===== config.mk =====
export PLATFORM = sky130hd
export DESIGN_NAME = crcu_top
export DESIGN_NICKNAME = d
export VERILOG_FILES = /design/src/crcu_pkg.sv /design/src/crcu_top.sv
export VERILOG_INCLUDE_DIRS = /design/src
export SDC_FILE = /design/constraint.sdc
export NUM_CORES = 1
export LEC_CHECK = 0
export ABC_CLOCK_PERIOD_IN_PS = 5600
export BUFFER_PORTS_ARGS = -buffer_cell sky130_fd_sc_hd__buf_2
export CAP_MARGIN = 20
export CELL_PAD_IN_SITES_DETAIL_PLACEMENT = 0
export CELL_PAD_IN_SITES_GLOBAL_PLACEMENT = 1
export CORE_MARGIN = 5
export CORE_UTILIZATION = 40
export CTS_CLUSTER_SIZE = 24
export DETAILED_ROUTE_END_ITERATION = 6
export GPL_ROUTABILITY_DRIVEN = 0
export PLACE_DENSITY_LB_ADDON = 0.1
export SYNTH_ARGS = -nofsm -noshare
export SYNTH_HDL_FRONTEND = slang
export SYNTH_SLANG_ARGS = --single-unit

===== constraint.sdc =====
create_clock -name clk_sys -period 5.6 [get_ports clk_sys]
set_input_delay 1.12 -clock clk_sys [delete_from_list [all_inputs] [get_ports clk_sys]]
set_output_delay 1.12 -clock clk_sys [all_outputs]
set_load 0.02 [all_outputs]

===== src/crcu_consts.svh =====
// Purpose: Constants for the checksum calculation unit
// Assumes: Included by crcu_pkg.sv and crcu_top.sv
// Notes:   Definitions only
`ifndef CRCU_CONSTS_SVH
`define CRCU_CONSTS_SVH

// ****************************************
// Generator polynomials
// ****************************************
`define CRCU_POLY_16     32'h0000_8005
`define CRCU_POLY_CCITT  32'h0000_1021
`define CRCU_POLY_32     32'h04C1_1DB7

// ****************************************
// Mode and size encodings
// ****************************************
`define CRCU_MODE_16     2'h0
`define CRCU_MODE_CCITT  2'h1
`define CRCU_MODE_32     2'h2
`define CRCU_SIZE_BYTE   2'h0
`define CRCU_SIZE_HALF   2'h1
`define CRCU_SIZE_WORD   2'h2

// ****************************************
// Widths, masks, counts, reset values
// ****************************************
`define CRCU_DATA_W      32
`define CRCU_FIFO_DEPTH  16
`define CRCU_MASK16      32'h0000_FFFF
`define CRCU_MASK32      32'hFFFF_FFFF
`define CRCU_CRC_RST     32'h0000_0000
`define CRCU_BYTES_BYTE  3'h1
`define CRCU_BYTES_HALF  3'h2
`define CRCU_BYTES_WORD  3'h4

`endif


===== src/crcu_pkg.sv =====
// Purpose: Types for the checksum calculation unit
// Assumes: crcu_consts.svh holds the numbers
// Notes:   Carrier structs and state encoding
`include "crcu_consts.svh"

package crcu_pkg;

	// ****************************************
	// Carriers
	// ****************************************
	typedef struct packed {
		logic [1:0] mode;
		logic       din_cmpl;
		logic       din_byte_rev;
		logic       din_bit_rev;
		logic       sum_cmpl;
		logic       sum_byte_rev;
		logic       sum_bit_rev;
	} crcu_cfg_t;

	typedef struct packed {
		logic [1:0]             size;
		logic [`CRCU_DATA_W-1:0] data;
	} crcu_wr_t;

	// ****************************************
	// Engine states
	// ****************************************
	typedef enum logic [1:0] {
		CRCU_ST_IDLE = 2'b01,
		CRCU_ST_FOLD = 2'b10
	} crcu_state_t;

endpackage


===== src/crcu_top.sv =====
// Purpose: Checksum calculation unit with input FIFO and byte-serial fold engine
// Assumes: Writer and configuration logic run on clk_sys; no synchronisers needed
// Notes:   One line per rule below, tag first
// Functional notes
// - Offer 16-bit mode with polynomial 0x8005.
// - Offer CCITT 16-bit mode with polynomial 0x1021.
// - Offer 32-bit mode with polynomial 0x04C11DB7.
// - Complement, byte and bit reversal selectable for data and result separately.
// - Byte, half-word and word writes fold exactly their byte count.
// - Accumulator seed is loadable before a computation.
// - A byte folds in one cycle, a word in four cycles.
// - Consecutive DMA writes accepted in order; DMA supplies ordered data.
// - Result is 16 bits wide in 16-bit modes, 32 in 32-bit mode.
`timescale 1ns/10ps
`include "crcu_consts.svh"

// ****************************************
// Input FIFO
// ****************************************
module crcu_fifo #(
	parameter int WIDTH = 34,
	parameter int DEPTH = 16
) (
	// Clock and reset
	input  wire logic             clk_sys,
	input  wire logic             reset,
	// Fill side
	input  wire logic             in_valid,
	output logic                  in_ready,
	input  wire logic [WIDTH-1:0] in_data,
	// Drain side
	output logic                  out_valid,
	input  wire logic             out_ready,
	output logic [WIDTH-1:0]      out_data
);
	localparam int AW = $clog2(DEPTH);
	localparam int CW = $clog2(DEPTH + 1);

	logic [WIDTH-1:0] mem [DEPTH];
	logic [AW-1:0]    wptr_ff;
	logic [AW-1:0]    rptr_ff;
	logic [CW-1:0]    count_ff;
	wire              push;
	wire              pull;

	// Handshake decode; full and empty come straight from the count
	assign in_ready  = (count_ff != CW'(DEPTH));
	assign out_valid = (count_ff != '0);
	assign push      = in_valid && in_ready;
	assign pull      = out_valid && out_ready;
	assign out_data  = mem[rptr_ff];

	// Storage has no reset; only valid entries are ever read
	always_ff @(posedge clk_sys) begin
		if (push) begin
			mem[wptr_ff] <= in_data;
		end
	end

	// Pointers and count
	always_ff @(posedge clk_sys or posedge reset) begin
		if (reset) begin
			wptr_ff  <= '0;
			rptr_ff  <= '0;
			count_ff <= '0;
		end else begin
			wptr_ff  <= push ? wptr_ff + AW'(1) : wptr_ff;
			rptr_ff  <= pull ? rptr_ff + AW'(1) : rptr_ff;
			count_ff <= count_ff + CW'(push) - CW'(pull);
		end
	end
endmodule

// ****************************************
// Checksum unit top
// ****************************************
module crcu_top import crcu_pkg::*; (
	// Clock and reset
	input  wire logic                    clk_sys,
	input  wire logic                    reset,
	// Configuration
	input  wire crcu_cfg_t               cfg,
	// Seed load
	input  wire logic                    seed_load,
	input  wire logic [`CRCU_DATA_W-1:0] seed_value,
	// Data write stream
	input  wire logic                    wr_valid,
	output logic                         wr_ready,
	input  wire crcu_wr_t                wr_req,
	// Result and status
	output logic [`CRCU_DATA_W-1:0]      crc_result,
	output logic                         busy
);
	// Engine state, byte shift register, accumulator and result
	crcu_state_t  state_ff;
	crcu_state_t  nxt_state;
	logic [2:0]   left_ff;
	logic [2:0]   nxt_left;
	logic [31:0]  sh_ff;
	logic [31:0]  nxt_sh;
	logic [31:0]  crc_ff;
	logic [31:0]  nxt_crc;
	logic [31:0]  result_ff;
	logic [31:0]  nxt_result;
	crcu_wr_t     fifo_q;
	logic         fifo_valid;

	// ****************************************
	// Byte fold, MSB-first shift register form
	// ****************************************
	function automatic logic [31:0] crc_fold(input logic [31:0] crc, input logic [7:0] din,
	                                         input logic [31:0] poly, input logic wide);
		logic [31:0] c;
		logic        fb;
		c  = crc;
		fb = 1'b0;
		for (int i = 0; i < 8; i++) begin
			fb = (wide ? c[31] : c[15]) ^ din[7-i];
			c  = {c[30:0], 1'b0} ^ (fb ? poly : 32'h0000_0000);
		end
		return wide ? c : (c & `CRCU_MASK16);
	endfunction

	// ****************************************
	// Input FIFO, back-pressure reaches wr_ready
	// ****************************************
	wire pop;
	crcu_fifo #(
		.WIDTH ($bits(crcu_wr_t)),
		.DEPTH (`CRCU_FIFO_DEPTH)
	) u_fifo (
		.clk_sys   (clk_sys),
		.reset     (reset),
		.in_valid  (wr_valid),
		.in_ready  (wr_ready),
		.in_data   (wr_req),
		.out_valid (fifo_valid),
		.out_ready (pop),
		.out_data  (fifo_q)
	);

	// Mode decode; the unused code 2'h3 behaves as 32-bit
	wire        is32    = cfg.mode[1];
	wire [31:0] poly    = is32 ? `CRCU_POLY_32 :
	                      (cfg.mode == `CRCU_MODE_CCITT) ? `CRCU_POLY_CCITT :
	                      `CRCU_POLY_16;
	wire [31:0] wmask   = is32 ? `CRCU_MASK32 : `CRCU_MASK16;
	wire        is_byte = (fifo_q.size == `CRCU_SIZE_BYTE);
	wire        is_half = (fifo_q.size == `CRCU_SIZE_HALF);
	wire [2:0]  n_bytes = is_byte ? `CRCU_BYTES_BYTE :
	                      is_half ? `CRCU_BYTES_HALF : `CRCU_BYTES_WORD;

	// Engine takes a new entry only when idle, so earlier input is never overrun
	assign pop  = fifo_valid && (state_ff == CRCU_ST_IDLE);
	assign busy = (state_ff == CRCU_ST_FOLD) || fifo_valid;

	// ****************************************
	// Data preprocessing: complement, byte swap, bit swap
	// ****************************************
	wire [31:0] din_c    = cfg.din_cmpl ? ~fifo_q.data : fifo_q.data;
	wire [31:0] din_half = {din_c[31:16], din_c[7:0], din_c[15:8]};
	wire [31:0] din_word = {din_c[7:0], din_c[15:8], din_c[23:16], din_c[31:24]};
	wire [31:0] din_r    = (!cfg.din_byte_rev || is_byte) ? din_c :
	                       is_half ? din_half : din_word;
	wire [31:0] din_b;

	// ****************************************
	// Result postprocessing
	// ****************************************
	wire [31:0] res_c  = (cfg.sum_cmpl ? ~crc_ff : crc_ff) & wmask;
	wire [31:0] res_sw = is32 ? {res_c[7:0], res_c[15:8], res_c[23:16], res_c[31:24]} :
	                     {16'h0000, res_c[7:0], res_c[15:8]};
	wire [31:0] res_r  = cfg.sum_byte_rev ? res_sw : res_c;
	wire [31:0] rev32;
	wire [31:0] rev16;

	// Per-bit swaps: data reversed within each byte, result across its width
	for (genvar i = 0; i < 32; i++) begin : g_bits
		assign din_b[i] = cfg.din_bit_rev ? din_r[(i & ~7) | (7 - (i & 7))] : din_r[i];
		assign rev32[i] = res_r[31-i];
		assign rev16[i] = (i < 16) ? res_r[(15 - i) & 15] : 1'b0;
	end
	assign nxt_result = cfg.sum_bit_rev ? (is32 ? rev32 : rev16) : res_r;
	assign crc_result = result_ff;

	// ****************************************
	// Fold engine: one byte per cycle, low byte first
	// ****************************************
	wire [31:0] crc_step = crc_fold(crc_ff, sh_ff[7:0], poly, is32);

	// Next state; a seed load overrides any fold in the same cycle
	always_comb begin
		nxt_state = state_ff;
		nxt_left  = left_ff;
		nxt_sh    = sh_ff;
		nxt_crc   = crc_ff;
		unique case (state_ff)
			CRCU_ST_IDLE: begin
				if (pop) begin
					nxt_state = CRCU_ST_FOLD;
					nxt_left  = n_bytes;
					nxt_sh    = din_b;
				end
			end
			CRCU_ST_FOLD: begin
				nxt_crc  = crc_step;
				nxt_sh   = {8'h00, sh_ff[31:8]};
				nxt_left = left_ff - 3'h1;
				if (left_ff == 3'h1) begin
					nxt_state = CRCU_ST_IDLE;
				end
			end
		endcase
		if (seed_load) begin
			nxt_crc = seed_value & wmask;
		end
	end

	// Engine registers
	always_ff @(posedge clk_sys or posedge reset) begin
		if (reset) begin
			state_ff  <= CRCU_ST_IDLE;
			left_ff   <= 3'h0;
			sh_ff     <= 32'h0000_0000;
			crc_ff    <= `CRCU_CRC_RST;
			result_ff <= 32'h0000_0000;
		end else begin
			state_ff  <= nxt_state;
			left_ff   <= nxt_left;
			sh_ff     <= nxt_sh;
			crc_ff    <= nxt_crc;
			result_ff <= nxt_result;
		end
	end

	wire fold = (state_ff == CRCU_ST_FOLD);
endmodule


; ---- Word-level counts from Yosys, hierarchy flattened
; Memory sizes are Yosys's and may differ from the RTL's.
; Index checks and enable logic that the tools add are counted.
[classes]
n_eq_ne = 8
addsub = 5
n_mux = 73
bitwise = 20
reduce_logical = 10
[ops]
columns = op, n
row1 = two-way mux 32 bit, 13
row2 = XOR 32 x 27 -> 32 bit, 8
row3 = two-way mux 27 bit, 9
row4 = bitwise AND 32 bit, 2
row5 = inverter 32 bit, 2
row6 = one-hot mux 32 bit (2 select lines), 1
row7 = two-way mux 1 bit, 42
row8 = two-way mux 16 bit, 1
row9 = two-way mux 3 bit, 3
row10 = adder 4 x 1 -> 4 bit (second input constant), 2
row11 = XOR 1 bit, 8
row12 = equality test 2 x 1 -> 1 bit (second input constant), 3
row13 = one-hot mux 3 bit (2 select lines), 1
row14 = adder 5 x 1 -> 5 bit, 1
row15 = != test 5 bit (second input constant), 1
row16 = nonzero test 5 bit, 1
row17 = subtractor 5 x 1 -> 5 bit, 1
row18 = two-way mux 2 bit, 2
row19 = != test 2 x 1 -> 1 bit (second input constant), 2
row20 = one-hot mux 2 bit (2 select lines), 1
row21 = equality test 3 x 1 -> 1 bit (second input constant), 1
row22 = logical AND 1 bit, 3
row23 = subtractor 3 x 1 -> 3 bit (second input constant), 1
row24 = equality test 2 bit (second input constant), 1
row25 = other kinds (5), 6
[word_totals]
wordCells = 125
inputBits = 78
out_inout_bits = 34
memories = 1
ram_bits = 544
ff_bits = 114
[mem_list]
columns = name, depth, word_bits, read_ports, rd_clocked_by_memory_dff, wr, line
row1 = u_fifo.mem, 16, 34, 1, 0, 1, crcu_top.sv:39  ; logic [WIDTH-1:0] mem [DEPTH];

; ---- Depth between registers and ports, before layout
; Gate-level depths: netlist of the first run.
[depth]
word_depth = 36
mapped_depth = 14
ltp_nobuf = 14

; ---- By module
; From an unflattened synthesis of the first run, not the netlist that was laid out.
[hier_totals]
cells_unflattened = 2034
hier_area_um2 = 29973.7
[modules_own_cells]
columns = module, area_per_inst_um2, cells_each, seq_area_each_um2, instances
row1 = crcu_fifo, 21689.6, 1067, 16661.0, 1
row2 = crcu_top, 8284.2, 967, 2528.7, 1

; ---- Worst setup path before layout of the first run
; Ideal clock, no wire load.
[synth_path]
path_kind = in2reg
start = in wr_valid
end = mem u_fifo.mem[3][0] (enable)
path_slack_ns = 1.121
arrival_time_ns = 4.011
n_path_buf = 1
cell_stages = 4
t_required_ns = 5.133
setup_time_ns = 0.467
cell_sequence = and2_1 -> clkbuf_1 -> nand2_1 -> nor3_1
[synth_between]
elab_chain_len = 3
[synth_rtl]
columns = item, line
row1 = from (decl), crcu_top.sv:87  ; input wire logic wr_valid,
row2 = logical AND 1 bit, crcu_top.sv:49  ; assign push = in_valid && in_ready;
row3 = named net u_fifo.push, crcu_top.sv:43  ; wire push;
row4 = two-way mux 1 bit, crcu_top.sv:55  ; if (push) begin
row5 = two-way mux 1 bit (not written as such), crcu_top.sv:56  ; mem[wptr_ff] <= in_data;
row6 = to (decl), crcu_top.sv:39
; The timed path passes the listed nets, and every way through them passes these cells.

; ---- Final worst setup path of the first run
[layout_path]
start = reg u_fifo.rptr_ff[0]
end = reg sh_ff[2]
[layout_between]
elab_chain_len = 8
word_cells_on_any_way = 11
classes_between = eq/ne (1) / mux (6) / bitwise (1) / reduce/logical (2) / memory (1)
[layout_rtl]
columns = item, line
row1 = from (decl), crcu_top.sv:41  ; logic [AW-1:0] rptr_ff;
row2 = from (signal assigned), crcu_top.sv:68  ; rptr_ff <= pull ? rptr_ff + AW'(1) : rptr_ff;
row3 = memory (16 x 34 bit) (*), --
row4 = inverter 32 bit, crcu_top.sv:160  ; wire [31:0] din_c = cfg.din_cmpl ? ~fifo_q.data : fifo_q.data;
row5 = two-way mux 32 bit, crcu_top.sv:160
row6 = two-way mux 32 bit, crcu_top.sv:164  ; is_half ? din_half : din_word;
row7 = two-way mux 32 bit (*), crcu_top.sv:163  ; wire [31:0] din_r = (!cfg.din_byte_rev || is_byte) ? din_c :
row8 = two-way mux 1 bit (*), crcu_top.sv:179  ; assign din_b[i] = cfg.din_bit_rev ? din_r[(i & ~7) | (7 - (i & 7))] : din_r[i];
row9 = two-way mux 32 bit (*), crcu_top.sv:199  ; if (pop) begin
row10 = one-hot mux 32 bit (2 select lines) (*), crcu_top.sv:197  ; unique case (state_ff)
row11 = to (signal assigned), crcu_top.sv:230  ; sh_ff <= nxt_sh;
row12 = to (decl), crcu_top.sv:99  ; logic [31:0] sh_ff;
; Every way passes the cells marked *; elsewhere a longest branch is shown, timed or not. The select of a mux whose other input is x is not followed.
; A chain may end at the register's enable or synchronous reset.

==> flow_metrics.py, run 1 <==
metrics = {
    "flow_run": {
        "drv_cap": 0,
    },
    "sta": {
        "skew_ps": 32.0,
        "setup_violations": 0,
        "fmax_mhz": 238,
        "slew_viol_final": 0,
        "fin_crit_ps": 4200,
        "hold_viol": 0,
        "worstMarginPinSlew_ps": 1070,
        "rsz0062_at_grt": "false",
        "hold_ws_ps": 490,
        "tns_ps": 0,
        "period_share_pct": 75.0,
        "slew_headroom_pct": 28.4,
        "worst_slack_ps": 1400,
    },
    "setup_path": {
        "worstReg2RegStart": "u_fifo.rptr_ff[0]",
        "crit_chain": "buf_4, mux4_2, a22o_1, a221oi_1, xnor2_1, mux2i_1, nor2_1, a21oi_1, a21oi_1, a221oi_1, nor2_1",
        "crit_slowest_cell": "dfrtp_4",
        "cp-end-kind": "flop",
        "critPathTopFamily": "compound AO/OA/AOI/OAI gates",
        "setup.worst_path.start_class": "flop",
        "reg2reg_depth": 11,
        "cp_data_arrival_time_ps": 4680,
        "worstPathRequired_ps": 6070,
        "cp_max_fo": 32,
        "cp.buffers_inverters": 1,
        "crit_type": "flop to flop",
        "critPathMaxStageDelay_ps": 900,
        "timing.rr.end": "sh_ff[2]",
        "reg2reg_slack_ps": 1400,
    },
    "die": {
        "die_w_um": 279,
        "initial_core_util_pct": 40.5,
        "ioPinCount": 112,
        "die_y_um": 279,
        "dieArea_um2": 78100,
        "core_area_um2": 71700,
        "std_cell_rows": 98,
    },
    "cts": {
        "clk_path_buf_depth": 3,
        "holdBufCountCts": 0,
        "ctsResizeCount": 0,
        "cts.clk_slew.worst_paths_ps": 60,
        "clkSinkCount": 658,
        "insertion_delay_ps": 620,
        "cts_buffers": 74,
        "post_cts_buffers": 0,
        "clk_root_buffer_cell": "clkbuf_16",
        "cts_max_level": 3,
        "tritoncts": "built",
    },
    "detailed_routing": {
        "wl_um": 78300,
        "vias_per_cell": 5.52,
        "drtIter0Drc": 1175,
        "antenna_left": 0,
        "dr.pass1.iters": 5,
        "drc": 0,
        "post_drt_wl_per_cell_um": 26.5,
        "dr_total_vias": 16300,
    },
    "yosys": {
        "synth_ff_type": "edfxtp_1",
        "syn_nets": 1922,
        "ys_seq_area_share_pct": 66.1,
        "synthTopCellsByArea": "edfxtp_1, mux4_2, dfrtp_1, xnor2_1, mux2i_1",
        "syn-cell-area_um2": 29000,
        "synthCells": 1830,
        "yosys.area.top_type": "edfxtp_1",
        "synth_top_area_share_pct": 56.2,
        "synth_edf_count": 544,
        "async_flop_share_pct": 17.3,
        "synth_cell_types": 64,
        "ys_seq_elements": 658,
        "yosys_warnings": 0,
        "syn_avg_cell_area_um2": 15.9,
        "synth_commonest_cells": "edfxtp_1, mux4_2, nor2_1, dfrtp_1, xnor2_1",
        "synth_most_common_cell": "edfxtp_1",
    },
    "grt": {
        "grt_pass1_wl_um": 115000,
        "grt_pass1_vias": 16900,
        "antenna_found_initial": 5,
        "track_usage_pct": 19.9,
        "grt_max_degree": 57,
        "grt_overflow": 0,
    },
    "power_and_ir_drop": {
        "power_mw": 18.1,
        "power_density_nw_per_um2": 546,
        "irDropWorstVdd_mv": 0.303,
        "p_leak_nw": 11.5,
    },
    "worst_hold_path": {
        "timing.hold.worst.class": "flop to flop",
        "holdPathEnd": "sh_ff[23]",
        "hold-path-cell-count": 2,
        "hp-start": "sh_ff[23]",
    },
    "placement": {
        "io_buffers": 111,
        "place_hpwl_um": 48400,
        "place_ws_ps": 1410,
    },
    "status": {
        "status": "complete, no violations",
    },
    "finish": {
        "fillers": 6277,
        "drive_gt1_share_pct": 23.0,
        "fin_nets": 2035,
        "area_delta_synth_final_pct": 14.2,
    },
}
## state kept, by name, summed over array words and instances (netlist names)
name             count
left_ff              3
u_fifo.rptr_ff       4
state_ff             2
u_fifo.wptr_ff       4
crc_ff              32
sh_ff               32
u_fifo.count_ff      5
crc_result          32
u_fifo.mem         544
## report_power, final
group	leakage (nW)	internal [mW]	total, mW	switching [mW]
registers	6.33	6.04	6.71	0.671
logic	4.08	2.93	6.79	3.85
clock network	1.13	2.64	4.62	1.98
## kinds of logic (layout without fill, tap and decap cells)
family	after synthesis	count (layout)	synth area share, %
AOI/OAI and AO/OA	299	299	6.84
xor gates and xnor gates	180	180	5.72
adders and majority gates	14	14	0.629
buffers and inverters	146	317	2.01
DFF	658	658	66.1
muxes	239	239	14.4
other	0	2	0
and+or+nand+nor	294	294	4.36
## worst max-delay path by stage
stage / from / cells past startpoint / end
2_1_floorplan: wr_valid / 4 / u_fifo.mem[3][0]
3_3_place_gp: u_fifo.rptr_ff[0] / 11 / sh_ff[2]
3_5_place_dp: u_fifo.rptr_ff[0] / 11 / sh_ff[2]
4_1_cts: u_fifo.rptr_ff[0] / 11 / sh_ff[2]
5_1_grt: u_fifo.rptr_ff[0] / 11 / sh_ff[1]
6_report: u_fifo.rptr_ff[0] / 11 / sh_ff[2]
## layout make-up
class / instances / area, um^2 / area share (%)
diodes: 2 / 5.00 / 0.0151
repair buffers: 162 / 992 / 2.99
clock inverters: 37 / 319 / 0.962
well taps: 950 / 1190 / 3.58
multi-input cells: 1026 / 9400 / 28.3
flip-flops and latches: 658 / 19200 / 57.9
clock buffers: 97 / 2000 / 6.03
inverters: 21 / 81.3 / 0.245
## per-stage QoR
step	util [%]	cell area [um^2]	instances
floorplan	-	29000	1830
global placement	43.0	30800	2815
detailed placement	43.0	30800	2815
CTS	46.2	33200	2949
global route	46.3	33200	2952
finish	46.3	33200	2953
## cells in the final DEF, fill, tap and decap left out, drive strengths merged, types with 33 or more instances in the layout
cell type and n:
mux4 142, dfrtp 113, xnor2 113, a22o 35, edfxtp 544, a21oi 80, a221oi 33, nand2 86
nor2 142, o21ai 74, mux2i 91, clkbuf 97, buf 162, xor2 64
## tightest hold or removal path, stage by stage (launching register included)
cell	delay [ps]
dfrtp_1	350
nand2_1	50
o21ai_0	60
## layer usage
| layer | wire length (um) | track usage [%] |
|---|---|---|
| met5 | 13 | 0 |
| met4 | 2260 | 5.56 |
| met3 | 3150 | 3.25 |
| met2 | 40500 | 35.4 |
| met1 | 32300 | 25.5 |
Power figures use the tool's default switching activity.
==> inputs of run 2 (changes only) <==
--- a/config.mk
+++ b/config.mk
@@ -6,7 +6,7 @@
 export SDC_FILE = /design/constraint.sdc
 export NUM_CORES = 1
 export LEC_CHECK = 0
-export ABC_CLOCK_PERIOD_IN_PS = 5600
+export ABC_CLOCK_PERIOD_IN_PS = 3800
 export BUFFER_PORTS_ARGS = -buffer_cell sky130_fd_sc_hd__buf_2
 export CAP_MARGIN = 20
 export CELL_PAD_IN_SITES_DETAIL_PLACEMENT = 0
==> constraint.sdc (replaced) <==
create_clock -name clk_sys -period 3.8 [get_ports clk_sys]
set_input_delay 0.76 -clock clk_sys [delete_from_list [all_inputs] [get_ports clk_sys]]
set_output_delay 0.76 -clock clk_sys [all_outputs]
set_load 0.02 [all_outputs]
==> flow_metrics.py, run 2 (same netlist as run 1, synthesis figures left out) <==
metrics = {
    "status": {
        "status": "complete, no violations",
    },
    "sta": {
        "slew_headroom_pct": 22.8,
        "fin_crit_ps": 3570,
        "fmax_mhz": 280,
        "period_share_pct": 94.0,
        "setup_violations": 0,
        "hold_viol": 0,
        "rsz0062_at_grt": "false",
        "worstMarginPinSlew_ps": 1150,
        "skew_ps": 27.6,
        "tns_ps": 0,
        "slew_viol_final": 0,
    },
    "die": {
        "die_w_um": 279,
        "std_cell_rows": 98,
        "dieArea_um2": 78100,
        "die_y_um": 279,
        "core_area_um2": 71700,
        "ioPinCount": 112,
        "initial_core_util_pct": 40.5,
    },
    "setup_path": {
        "crit_slowest_cell": "mux4_2",
        "critPathTopFamily": "multiplexers",
        "cp.depth": 9,
        "cp_data_arrival_time_ps": 4030,
        "timing.rr.end": "sh_ff[4]",
        "worstReg2RegStart": "u_fifo.rptr_ff[0]",
        "reg2reg_depth": 9,
        "reg2reg_slack_ps": 230,
        "cp_max_fo": 24,
        "cp-end-kind": "flop",
        "cp.buffers_inverters": 3,
        "crit_type": "flop to flop",
        "setup.worst_path.start_class": "flop",
        "crit_chain": "buf_12, buf_12, mux4_2, a22o_1, a221oi_1, xor2_1, buf_4, mux4_2, o21ai_0",
        "critPathMaxStageDelay_ps": 520,
        "worstPathRequired_ps": 4260,
    },
    "placement": {
        "place_hpwl_um": 48500,
        "place_area_um2": 31500,
        "placedCellCount": 2866,
        "io_buffers": 111,
    },
    "grt": {
        "antenna_found_initial": 6,
        "grt_pass1_vias": 17100,
        "grt_pass1_wl_um": 116000,
        "grt_overflow": 0,
        "grt_max_degree": 62,
        "track_usage_pct": 20.0,
    },
    "cts": {
        "cts.clk_slew.worst_paths_ps": 60,
        "holdBufCountCts": 0,
        "insertion_delay_ps": 620,
        "tritoncts": "built",
        "clk_root_buffer_cell": "clkbuf_16",
        "cts_buffers": 74,
        "cts_max_level": 3,
        "clk_path_buf_depth": 3,
        "clkSinkCount": 658,
    },
    "power_and_ir_drop": {
        "irDropWorstVdd_mv": 0.594,
        "power_density_nw_per_um2": 809,
        "p_leak_nw": 11.9,
    },
    "detailed_routing": {
        "vias_per_cell": 5.48,
        "drc": 0,
        "antenna_left": 0,
        "drtIter0Drc": 1253,
        "dr.pass1.iters": 5,
        "wl_um": 78800,
        "dr_total_vias": 16500,
        "post_drt_wl_per_cell_um": 26.3,
    },
    "finish": {
        "final_common_cell": "edfxtp_1",
        "top_register": "u_fifo.mem",
        "drive_gt1_share_pct": 24.9,
        "final_cell_mix": "edfxtp_1, mux4_2, nor2_1, buf_2, dfrtp_1",
        "largest_reg_flops": 544,
        "post-route-util_pct": 47.3,
        "area_delta_synth_final_pct": 16.9,
        "final_cells": 3001,
        "fin_nets": 2085,
        "finish.instance_area_um2": 34000,
    },
    "worst_hold_path": {
        "timing.hold.worst.class": "primary input to async pin",
    },
    "flow_run": {
        "drv_cap": 0,
    },
}
==> run 2: worst max path at each step <==
stage / end / from
2_1_floorplan: crc_ff[0] / reset
6_report: sh_ff[4] / u_fifo.rptr_ff[0]
3_5_place_dp: sh_ff[0] / u_fifo.rptr_ff[0]
3_3_place_gp: sh_ff[0] / u_fifo.rptr_ff[0]
4_1_cts: sh_ff[0] / u_fifo.rptr_ff[0]
5_1_grt: sh_ff[0] / u_fifo.rptr_ff[0]
==> run 2: metrics by stage <==
| step | setup WS, ps | power (mW) | hold WS [ps] |
|---|---|---|---|
| global placement | 176 | 20.6 | 468 |
| floorplan | 25.9 | 17.0 | 450 |
| CTS | 91.7 | 27.9 | 253 |
| finish | 230 | 27.5 | 255 |
| global route | 13.8 | 29.0 | 298 |
| detailed placement | 142 | 20.7 | 470 |
==> run 2: worst reg2reg max path, stage by stage, from the launching register on <==
cell and delay (ps):
dfrtp_4 480, buf_12 240, buf_12 310, mux4_2 540
a22o_1 260, a221oi_1 400, xor2_1 170, buf_4 180
mux4_2 490, o21ai_0 350
==> run 2: final cells by class <==
class,count,area [um^2]
fill,6227,37800
sequential,658,19200
multi-input combinational,1026,9430
clock buffer,102,2060
timing repair buffer,212,1640
tap,950,1190
clock inverter,29,362
inverter,21,81.3
antenna,3,7.51
==> run 2: layer usage <==
metal	vias up	global-route usage (%)	share of wire [%]
met3	133	3.50	4.4
met5	-	0	0.043
met4	4	5.90	2.9
met2	377	34.6	51
met1	8541	26.2	42
li1	7398	-	-
==> run 2: power breakdown <==
group	internal (mW)	switching, mW
logic	4.66	6.10
clock network	4.16	2.90
registers	8.91	0.735
total	17.7	9.74
==> run 2: timing repair <==
action | in CTS | in global routing
setup endpoints to repair | 0 | 1
gates resized for setup | 0 | 1
endpoints found under the hold margin | 0 | 0
setup buffers | 0 | 0
==> inputs of run 3 (changes only) <==
--- a/config.mk
+++ b/config.mk
@@ -16,7 +16,7 @@
 export CTS_CLUSTER_SIZE = 24
 export DETAILED_ROUTE_END_ITERATION = 6
 export GPL_ROUTABILITY_DRIVEN = 0
-export PLACE_DENSITY_LB_ADDON = 0.1
+export PLACE_DENSITY = 0.69
 export SYNTH_ARGS = -nofsm -noshare
 export SYNTH_HDL_FRONTEND = slang
 export SYNTH_SLANG_ARGS = --single-unit
==> constraint.sdc (replaced) <==
create_clock -name clk_sys -period 3.8 [get_ports clk_sys]
set_input_delay 0.76 -clock clk_sys [delete_from_list [all_inputs] [get_ports clk_sys]]
set_output_delay 0.76 -clock clk_sys [all_outputs]
set_load 0.005 [all_outputs]
==> flow_metrics.py, run 3 (same netlist as run 1, synthesis figures left out) <==
metrics = {
    "setup_path": {
        "crit_type": "flop to flop",
        "reg2reg_depth": 11,
        "worstPathRequired_ps": 4360,
        "cp_data_arrival_time_ps": 4150,
        "cp-end-kind": "flop",
        "reg2reg_slack_ps": 210,
        "setup.worst_path.start_class": "flop",
        "cp_max_fo": 24,
    },
    "worst_hold_path": {
        "timing.hold.worst.class": "primary input to async pin",
    },
    "finish": {
        "final_common_cell": "edfxtp_1",
        "post-route-util_pct": 47.2,
        "drive_gt1_share_pct": 25.1,
        "largest_reg_flops": 544,
        "final_cells": 2999,
        "top_register": "u_fifo.mem",
        "area_delta_synth_final_pct": 16.6,
        "fin_nets": 2084,
        "fillers": 6156,
        "final_cell_mix": "edfxtp_1, mux4_2, nor2_1, buf_2, dfrtp_1",
        "finish.instance_area_um2": 33900,
    },
    "sta": {
        "slew_headroom_pct": 27.8,
        "worst_slack_ps": 206,
        "hold_viol": 0,
        "worstMarginPinSlew_ps": 1080,
        "fmax_mhz": 278,
        "period_share_pct": 94.6,
        "setup_violations": 0,
        "slew_viol_final": 0,
        "rsz0062_at_grt": "false",
        "tns_ps": 0,
        "skew_ps": 43.2,
        "fin_crit_ps": 3590,
    },
    "flow_run": {
        "drv_cap": 0,
    },
    "detailed_routing": {
        "routedLengthMet1_um": 30800,
        "post_drt_wl_per_cell_um": 24.8,
        "vias_per_cell": 5.57,
        "top_layer": "met5",
        "drtIter0Drc": 1346,
        "dr_wl_met2_um": 36900,
        "wl_um": 74500,
        "drc": 0,
        "antenna_left": 0,
        "dr.pass1.iters": 6,
        "wl_met3_um": 4690,
        "dr_total_vias": 16700,
    },
    "cts": {
        "insertion_delay_ps": 630,
        "clkSinkCount": 658,
        "clk_path_buf_depth": 3,
        "clk_root_buffer_cell": "clkbuf_16",
        "cts_max_level": 3,
        "tritoncts": "built",
        "cts.clk_slew.worst_paths_ps": 70,
        "cts_buffers": 72,
    },
    "grt": {
        "grt_pass1_vias": 17200,
        "grt_pass1_wl_um": 112000,
        "grt_overflow": 0,
        "grt_max_degree": 75,
        "antenna_found_initial": 6,
        "track_usage_pct": 18.9,
    },
    "placement": {
        "place_ws_ps": 239,
        "placedCellCount": 2867,
        "io_buffers": 111,
        "place_area_um2": 31400,
        "place_hpwl_um": 44900,
    },
    "power_and_ir_drop": {
        "p_leak_nw": 11.9,
        "irDropWorstVdd_mv": 0.546,
        "power_density_nw_per_um2": 805,
    },
    "die": {
        "dieArea_um2": 78100,
        "die_w_um": 279,
        "die_y_um": 279,
        "ioPinCount": 112,
        "core_area_um2": 71700,
        "initial_core_util_pct": 40.5,
        "std_cell_rows": 98,
    },
    "status": {
        "status": "complete, no violations",
    },
}
-- run 3: worst paths after layout --
kind | start | to
setup / recovery | u_fifo.rptr_ff[0] | sh_ff[13]
hold / removal | reset | u_fifo.wptr_ff[1]
setup reg to reg | u_fifo.rptr_ff[0] | sh_ff[13]
hold reg to reg | sh_ff[23] | sh_ff[23]
max in group asynchronous | reset | sh_ff[14]
min in group clk_sys | seed_value[4] | crc_ff[4]
-- run 3: what timing repair did --
| item | in CTS | in global routing |
|---|---|---|
| gates resized for setup | 0 | 1 |
| endpoints found under the setup margin | 0 | 1 |
| setup buffers | 0 | 0 |
| hold buffers | 0 | 0 |
-- run 3: area by class of cell --
class                           instances  area (um^2)  area share (%)
Antenna cell                            2         5.00          0.0148
Tap cell                              950         1190            3.51
Sequential cell                       658        19200            56.7
Inverter                               21         81.3           0.240
Clock buffer                           86         1870            5.53
Multi-Input combinational cell       1026         9430            27.8
Timing Repair Buffer                  213         1550            4.56
Clock inverter                         43          562            1.66
-- run 3: layer usage --
layer / track usage [%] / up-vias
met5: 0 / -
met4: 4.95 / 6
met3: 3.65 / 122
met2: 32.2 / 522
met1: 25.2 / 8643
li1: - / 7398
-- run 3: report_power, final --
part,leakage (nW),switching (mW),internal [mW]
sequential,6.33,0.804,8.91
combinational,4.38,5.74,4.72
clock,1.18,2.96,4.14
-- run 3: worst max-delay path, stage by stage, from the launching register on --
cell and delay, ps:
dfrtp_4 660, buf_12 270, buf_4 280, mux4_2 530, a221oi_1 420, buf_4 210
xnor2_1 210, mux2i_1 130, o21ai_0 340, or2_2 180, o211ai_1 100, a21oi_1 170
-- run 3: metrics by stage --
step	power (mW)	hold WS (ps)
2_1_floorplan	16.9	450
3_3_place_gp	20.2	466
3_5_place_dp	20.3	478
4_1_cts	27.5	183
5_1_grt	28.7	222
6_report	27.3	196
